File: config.mk
export PLATFORM = sky130hd
export DESIGN_NAME = tmr_edge_ctrl
export DESIGN_NICKNAME = d
export VERILOG_FILES = /design/src/include/tmr_edge_pkg.sv /design/src/verilog/tmr_edge_ctrl.sv /design/src/verilog/edge_detect.sv
export SDC_FILE = /design/constraint.sdc
export NUM_CORES = 1
export LEC_CHECK = 0
export BUFFER_PORTS_ARGS = -buffer_cell sky130_fd_sc_hd__buf_2
export CAP_MARGIN = 20
export CORE_MARGIN = 4
export CORE_UTILIZATION = 45
export DETAILED_ROUTE_END_ITERATION = 16
export PLACE_DENSITY = 0.9
export SLEW_MARGIN = 10
export SYNTH_ARGS = -nofsm -noshare
export SYNTH_HDL_FRONTEND = slang
export SYNTH_HIERARCHICAL = 1
export SYNTH_SLANG_ARGS = --single-unit
File: constraint.sdc
create_clock -name clk_sys -period 2.7 [get_ports clk_sys]
set_clock_uncertainty 0.2 [all_clocks]
set_input_delay 0.27 -clock clk_sys [delete_from_list [all_inputs] [get_ports clk_sys]]
set_output_delay 0.27 -clock clk_sys [all_outputs]
set_load 0.005 [all_outputs]
File: src/include/tmr_edge_pkg.sv
// Package of constants for the timer edge detect and output control block
package tmr_edge_pkg;
   // Valid edge selection codes
   localparam logic [1:0] EDGE_FALL = 2'h0;
   localparam logic [1:0] EDGE_RISE = 2'h1;
   localparam logic [1:0] EDGE_NONE = 2'h2;
   localparam logic [1:0] EDGE_BOTH = 2'h3;
   // Output control register bit positions
   localparam int OC_LVR = 0;
   localparam int OC_LVS = 1;
   localparam int OC_TOE = 2;
   localparam int OC_OSPT = 3;
   localparam int OC_W = 8;
   localparam logic [7:0] OC_RESET = 8'h00;
   localparam logic [7:0] PRM_RESET = 8'h00;
   // Minimum spacing of one-shot triggers, in count clock ticks
   localparam logic [1:0] OSPT_GAP = 2'h2;
   // Previous level after reset
   localparam logic PREV_RESET = 1'b0;
endpackage : tmr_edge_pkg

File: src/verilog/tmr_edge_ctrl.sv
// Timer edge detection, prescaler mode and output control register logic
`timescale 1ns/1ps
module tmr_edge_ctrl
   import tmr_edge_pkg::*;
(
   // Clock and reset
   input  wire logic       clk_sys,
   input  wire logic       rst_n,
   // Counter state and count clock enable
   input  wire logic       count_en,
   input  wire logic       count_tick,
   // Capture pins (asynchronous) and their edge selects
   input  wire logic       capture_input_first,
   input  wire logic       capture_input_n,
   input  wire logic [1:0] edge_sel_first,
   input  wire logic [1:0] edge_sel_n,
   // Prescaler mode register write
   input  wire logic       prm_wr,
   input  wire logic [7:0] prm_wdata,
   // Output control register access
   input  wire logic       oc_wr,
   input  wire logic [7:0] oc_wmask,
   input  wire logic [7:0] oc_wdata,
   // Results
   output logic [7:0]      prescaler_mode_reg,
   output logic [7:0]      oc_rdata,
   output logic            timer_output_enable_bit,
   output logic            one_shot_trigger,
   output logic            level_set_pulse,
   output logic            level_reset_pulse,
   output logic            edge_first,
   output logic            edge_n,
   output logic            prm_write_refused,
   output logic            trigger_too_soon
);
   logic [1:0] sync_first_q;
   logic [1:0] sync_n_q;
   logic [1:0] gap_q;
   logic       ospt_wr;

   // Two-stage synchronisers for the pins
   always_ff @(posedge clk_sys) begin
      if (!rst_n) begin
         sync_first_q <= 2'h0;
         sync_n_q     <= 2'h0;
      end else begin
         sync_first_q <= {sync_first_q[0], capture_input_first};
         sync_n_q     <= {sync_n_q[0], capture_input_n};
      end
   end

   edge_detect u_edge_first (
      .clk_sys    (clk_sys),
      .rst_n      (rst_n),
      .enable     (count_en),
      .edge_sel   (edge_sel_first),
      .pin_level  (sync_first_q[1]),
      .edge_pulse (edge_first)
   );

   edge_detect u_edge_n (
      .clk_sys    (clk_sys),
      .rst_n      (rst_n),
      .enable     (count_en),
      .edge_sel   (edge_sel_n),
      .pin_level  (sync_n_q[1]),
      .edge_pulse (edge_n)
   );

   // Prescaler mode write accepted only while stopped; running writes are dropped
   always_ff @(posedge clk_sys) begin
      if (!rst_n) begin
         prescaler_mode_reg <= PRM_RESET;
         prm_write_refused  <= 1'b0;
      end else begin
         prm_write_refused <= prm_wr & count_en;
         if (prm_wr && !count_en) begin
            prescaler_mode_reg <= prm_wdata;
         end
      end
   end

   assign ospt_wr = oc_wr & oc_wmask[OC_OSPT] & oc_wdata[OC_OSPT];

   // Enable bit is the only stored bit; masked writes leave it alone
   always_ff @(posedge clk_sys) begin
      if (!rst_n) begin
         timer_output_enable_bit <= OC_RESET[OC_TOE];
      end else if (oc_wr && oc_wmask[OC_TOE]) begin
         timer_output_enable_bit <= oc_wdata[OC_TOE];
      end
   end

   // Set, reset and trigger are pulses, never stored, so they read as zero
   always_ff @(posedge clk_sys) begin
      if (!rst_n) begin
         level_set_pulse   <= 1'b0;
         level_reset_pulse <= 1'b0;
         one_shot_trigger  <= 1'b0;
      end else begin
         level_set_pulse   <= oc_wr & oc_wmask[OC_LVS] & oc_wdata[OC_LVS];
         level_reset_pulse <= oc_wr & oc_wmask[OC_LVR] & oc_wdata[OC_LVR];
         one_shot_trigger  <= ospt_wr;
      end
   end

   // Readback: stored enable only
   always_ff @(posedge clk_sys) begin
      if (!rst_n) begin
         oc_rdata <= OC_RESET;
      end else begin
         oc_rdata <= OC_RESET;
         oc_rdata[OC_TOE] <= timer_output_enable_bit;
      end
   end

   // Count clock ticks since last trigger; flags a trigger arriving too soon
   always_ff @(posedge clk_sys) begin
      if (!rst_n) begin
         gap_q            <= OSPT_GAP;
         trigger_too_soon <= 1'b0;
      end else begin
         trigger_too_soon <= ospt_wr & (gap_q < OSPT_GAP);
         if (ospt_wr) begin
            gap_q <= 2'h0;
         end else if (count_tick && gap_q < OSPT_GAP) begin
            gap_q <= gap_q + 2'h1;
         end
      end
   end
endmodule : tmr_edge_ctrl

File: src/verilog/edge_detect.sv
// Capture pin edge detector with level hold across counter stop
`timescale 1ns/1ps
module edge_detect
   import tmr_edge_pkg::*;
(
   // Clock and reset
   input  wire logic       clk_sys,
   input  wire logic       rst_n,
   // Control
   input  wire logic       enable,
   input  wire logic [1:0] edge_sel,
   // Synchronised pin level
   input  wire logic       pin_level,
   // Result
   output logic            edge_pulse
);
   logic prev_q;
   logic rise;
   logic fall;

   // Previous level only tracks while running, so the compare at enable sees the change
   always_ff @(posedge clk_sys) begin
      if (!rst_n) begin
         prev_q <= PREV_RESET;
      end else if (enable) begin
         prev_q <= pin_level;
      end
   end

   assign rise = pin_level & ~prev_q;
   assign fall = ~pin_level & prev_q;

   // Edge pulse registered; stopped counter reports nothing
   always_ff @(posedge clk_sys) begin
      if (!rst_n) begin
         edge_pulse <= 1'b0;
      end else begin
         edge_pulse <= enable & (((edge_sel == EDGE_RISE || edge_sel == EDGE_BOTH) & rise) |
                                 ((edge_sel == EDGE_FALL || edge_sel == EDGE_BOTH) & fall));
      end
   end
endmodule : edge_detect

# Word level (Yosys, flattened, before mapping)

Cells that the tools add are included.

Bits in registers: 32
Input port bits: 36
Output and inout bits: 24
Word-level logic and storage cells: 62

$add $sub $neg: 1
$lt $le $gt $ge: 1
Equal/unequal tests: 4
Muxes and demuxes: 2
Bitwise operators: 25
Reduce and logical (&&, ||, !) cells: 12

Operator list:

| operator                                            | number |
|---|---|
| AND 1 bit                                           | 18 |
| inverter 1 bit                                      | 5 |
| equality test 2 x 1 -> 1 bit, second input constant | 2 |
| equality test 2 bit, second input constant          | 2 |
| zero test 2 bit                                     | 2 |
| logical OR 1 bit                                    | 4 |
| two-way mux 2 bit                                   | 2 |
| logical AND 1 bit                                   | 3 |
| adder 2 x 1 -> 2 bit, second input constant         | 1 |
| less-than comparator 2 bit, second input constant   | 1 |
| OR 1 bit                                            | 2 |
| nonzero test 2 bit                                  | 1 |
| OR reduction 2 bit                                  | 1 |
| zero test 1 bit                                     | 1 |

# Depth between registers and ports, before layout

Depth after elaboration: 5
Mapped depth: 5
Mapped depth without buffers: 5

# Cells and area by module

The synthesis kept the hierarchy.

By module, submodules not included:

| module        | times used | cells an instance | area an instance (um^2) | seq. area each (um^2) |
|---|---|---|---|---|
| tmr_edge_ctrl | 1          | 69                | 783.3                   | 420.4 |
| edge_detect   | 2          | 11                | 108.9                   | 40.0 |

# Worst setup path after synthesis

Ideal clock, no wire load.

Kind: in2reg
Start point: input edge_sel_first[1]
End point: register u_edge_first.edge_pulse
Library setup time: 0.116 ns
Data arrival time: 0.824 ns
Setup slack: 1.560 ns
Stages on the path: 5
Buffers on the path: 0
Path through: inv_1 ha_1 nand3b_1 o21ai_1 and3_1

Longest elaborated chain between the ends: 5
Elaborated cells on any way between the ends: 9
Those cells by class: eq/ne: 2; bitwise: 4; reduce/logical: 3

RTL lines:

| item                                                       | RTL line                             | source |
|---|---|---|
| from (decl)                                                | tmr_edge_ctrl.sv:15                  | `input wire logic [1:0] edge_sel_first,` |
| equality test 2 x 1 -> 1 bit, or another cell as far along | edge_detect.sv:38                    | `edge_pulse <= enable & (((edge_sel == EDGE_RISE \|\| edge_sel == EDGE_BOTH) & rise) \|` |
| logical OR 1 bit, on equally long branches                 | edge_detect.sv:38, edge_detect.sv:39 |  |
| AND 1 bit, on equally long branches                        | edge_detect.sv:38, edge_detect.sv:39 |  |
| OR 1 bit *                                                 | edge_detect.sv:38                    |  |
| AND 1 bit *                                                | edge_detect.sv:38                    |  |
| to (signal assigned)                                       | edge_detect.sv:38                    |  |
| to (decl)                                                  | edge_detect.sv:15                    | `output logic edge_pulse` |

Every way passes the cells marked *; elsewhere a longest branch is shown, timed or not.
A chain may end at the register's enable or synchronous reset.

# Final worst setup path

Start point: register timer_output_enable_bit
End point: output timer_output_enable_bit

RTL lines:

| item                   | RTL line            | source |
|---|---|---|
| from (decl)            | tmr_edge_ctrl.sv:27 | `output logic timer_output_enable_bit,` |
| from (signal assigned) | tmr_edge_ctrl.sv:88 | `timer_output_enable_bit <= OC_RESET[OC_TOE];` |
| from (signal assigned) | tmr_edge_ctrl.sv:90 | `timer_output_enable_bit <= oc_wdata[OC_TOE];` |

No word-level cell between the ends.

==> metrics.md <==
| Metric | Value |
|---|---|
| CP cell instances | buf_2 |
| Count of different cell masters after synthesis | 25 |
| Post-DP HPWL | 1460 µm |
| Starting density of the core | 49.0% |
| Post-CTS sizing | 0 |
| Max cap viols | 0 |
| R2R depth | 3 |
| Clock sinks | 25 |
| First-pass GRT wire length | 2940 µm |
| Number of synthesized register bits | 25 |
| Reg2reg setup slack | 1640 ps |
| Total number of vias | 768 |
| GRT Residual Overflow | 0 |
| Fill count | 191 |
| PortBufs | 44 |
| Util after Layout | 61.6% |
| Leakage | 0.000625 µW |
| Total power | 623 µW |
| Initial antenna violation count | 0 |
| CTS root buf | clkbuf_4 |
| Pwr dens | 495 nW/µm² |
| Critical R2R Launch | gap_q[1] |
| Hold Crit Depth | 3 |
| Mapped Cells | 91 |
| CP top delay family | flip-flops |
| Core Area | 2040 µm² |
| Sequential cell area fraction in the yosys report | 50.0% |
| Drt drc | 0 |
| Max FFs per register | 8 |
| Final Cycle Share | 46.3% |
| Layout cells sized above 1 | 37.7% |
| Worst slack, placed | 1340 ps |
| Die area | 3040 µm² |
| CTS clock-pin slew for the worst setup and hold paths | 130 ps |
| Commonest cells after routing, fill and taps aside | buf_2, dfxtp_1, mux2i_1, nor2b_1, conb_1 |
| Buf+Inv Stages, Crit Path | 1 |
| NumNets Final | 179 |
| Instance count on the critical path | 1 |
| Die width | 55.2 µm |
| Slew Viols, Final | 0 |
| Clock latency on the worst-skew pair | 300 ps |
| Finished layout cell area | 1260 µm² |
| Placed Area | 1200 µm² |
| Status | complete, no violations |
| TNS Setup | 0 ps |
| Antenna diode count | 0 |
| Num ports | 60 |
| Detail Route Antenna Nets | 0 |
| Setup CP Type | reg2out |
| H-tree Lvls | 1 |
| Wire per inst | 11.3 µm |
| Fmax achieved | 799 MHz |
| Mean Syn Cell Area | 11.0 µm² |
| CP max FO | 3 |
| Most common cell after layout, fill and taps aside | buf_2 |
| Unrepaired setup endpoints after global routing | false |
| Slowest cell delay on critical path | 360 ps |
| Pin count of the biggest net entering global routing | 25 |
| VDD IR-drop max | 0.293 mV |
| Drt via density | 4.65 |
| Shortest period the worst path allows | 1250 ps |
| Worst Setup End Kind | primary output |
| R2R Path End | gap_q[0] |
| Hold Crit Endpoint | prescaler_mode_reg[6] |
| # rows | 16 |
| Die height | 55.2 µm |
| CP max-delay cell | dfxtp_1 |
| # setup viols final | 0 |
| Hold Crit Start | prm_wdata[6] |
| Iter 0 DRT Violations | 2 |
| Critical Path RT | 2230 ps |
| Setup ws final | 1450 ps |
| Type of origin of the critical path | flip-flop |
| CTS tree | built |
| Placer Congestion | 0.541 |
| Gr usage total | 13.7% |
| Synthesis Warnings | 6 |
| TritonCTS buffer count | 3 |
| WL final | 1860 µm |
| Clock buffer depth | 2 |
| Syn Std Cell Area | 1000 µm² |
| Final hold vios | 0 |
| Initial DRT Pass Iterations | 2 |
| CP arrival | 780 ps |
| Layout area overhead | 25.8% |
| Vias in the first global route | 756 |
| Worst min path class | in2reg |
-- cell type report --
class | count | area, µm² | share of cell area (%)
Clock buffer | 4 | 26.3 | 2.09
Timing Repair Buffer | 47 | 250 | 19.9
Inverter | 2 | 7.51 | 0.596
Sequential cell | 25 | 500 | 39.8
Multi-Input combinational cell | 60 | 440 | 35.0
Tap cell | 27 | 33.8 | 2.68
-- layer usage --
layer	track usage (%)	share of wire (%)
met5	0	0
met4	10.5	2.3
met3	2.68	9.0
met2	25.0	55
met1	13.5	33
-- timing repair --
item	CTS	global route
setup endpoints to repair	0	0
hold buffers	3	0
hold endpoints to repair	3	0
buffers inserted	0	0
-- where the power goes --
part	switching (µW)	internal, µW
combinational	32.1	42.2
clock	102	57.5
sequential	6.66	383
-- synthesized netlist by cell type --
master    number  area (µm²)
clkbuf_1       2        7.51
nand2_1        2        7.51
xnor2_1        1        8.76
mux2i_1       10         100
and4_1         2        17.5
and2_4         1        8.76
nor3b_1        1        7.51
nand3b_1       2        15.0
nor2b_1       10        62.6
nor2b_4        2        27.5
and2_1         5        31.3
a21boi_0       1        7.51
buf_4          7        52.6
and3_1         3        18.8
buf_8          1        15.0
nor2b_2        1        8.76
nand3_1        1        5.00
conb_1         1        3.75
o21ai_1        2        10.0
o21ai_0        3        15.0
inv_1          2        7.51
and3_2         1        7.51
a21oi_1        1        5.00
dfxtp_1       25         500
ha_1           4        50.1
-- worst max path at each step --
stage | from | end
after floorplan | edge_sel_first[1] | u_edge_first/edge_pulse
after global placement | count_en | prescaler_mode_reg[4]
after detailed placement | count_en | prescaler_mode_reg[4]
after CTS | timer_output_enable_bit | timer_output_enable_bit
after global routing | timer_output_enable_bit | timer_output_enable_bit
final | timer_output_enable_bit | timer_output_enable_bit
-- cell families after synthesis --
kind of cell,count (synthesis),synth area share [%]
adders and majority gates,4,5.00
muxes,10,10.0
xor gates and xnor gates,1,0.875
other,1,0.375
AOI/OAI and AO/OA,7,3.75
buffers and inverters,12,8.25
and+or+nand+nor,31,21.8
DFF,25,50.0
-- per-stage QoR --
| stage | hold slack, ps | std cells |
|---|---|---|
| floorplan | 197 | 97 |
| global placement | 215 | 158 |
| detailed placement | 221 | 158 |
| CTS | 3.76 | 165 |
| global route | 0.971 | 165 |
| finish | 11.2 | 165 |
Note: power is estimated with default switching activity, not from simulation.
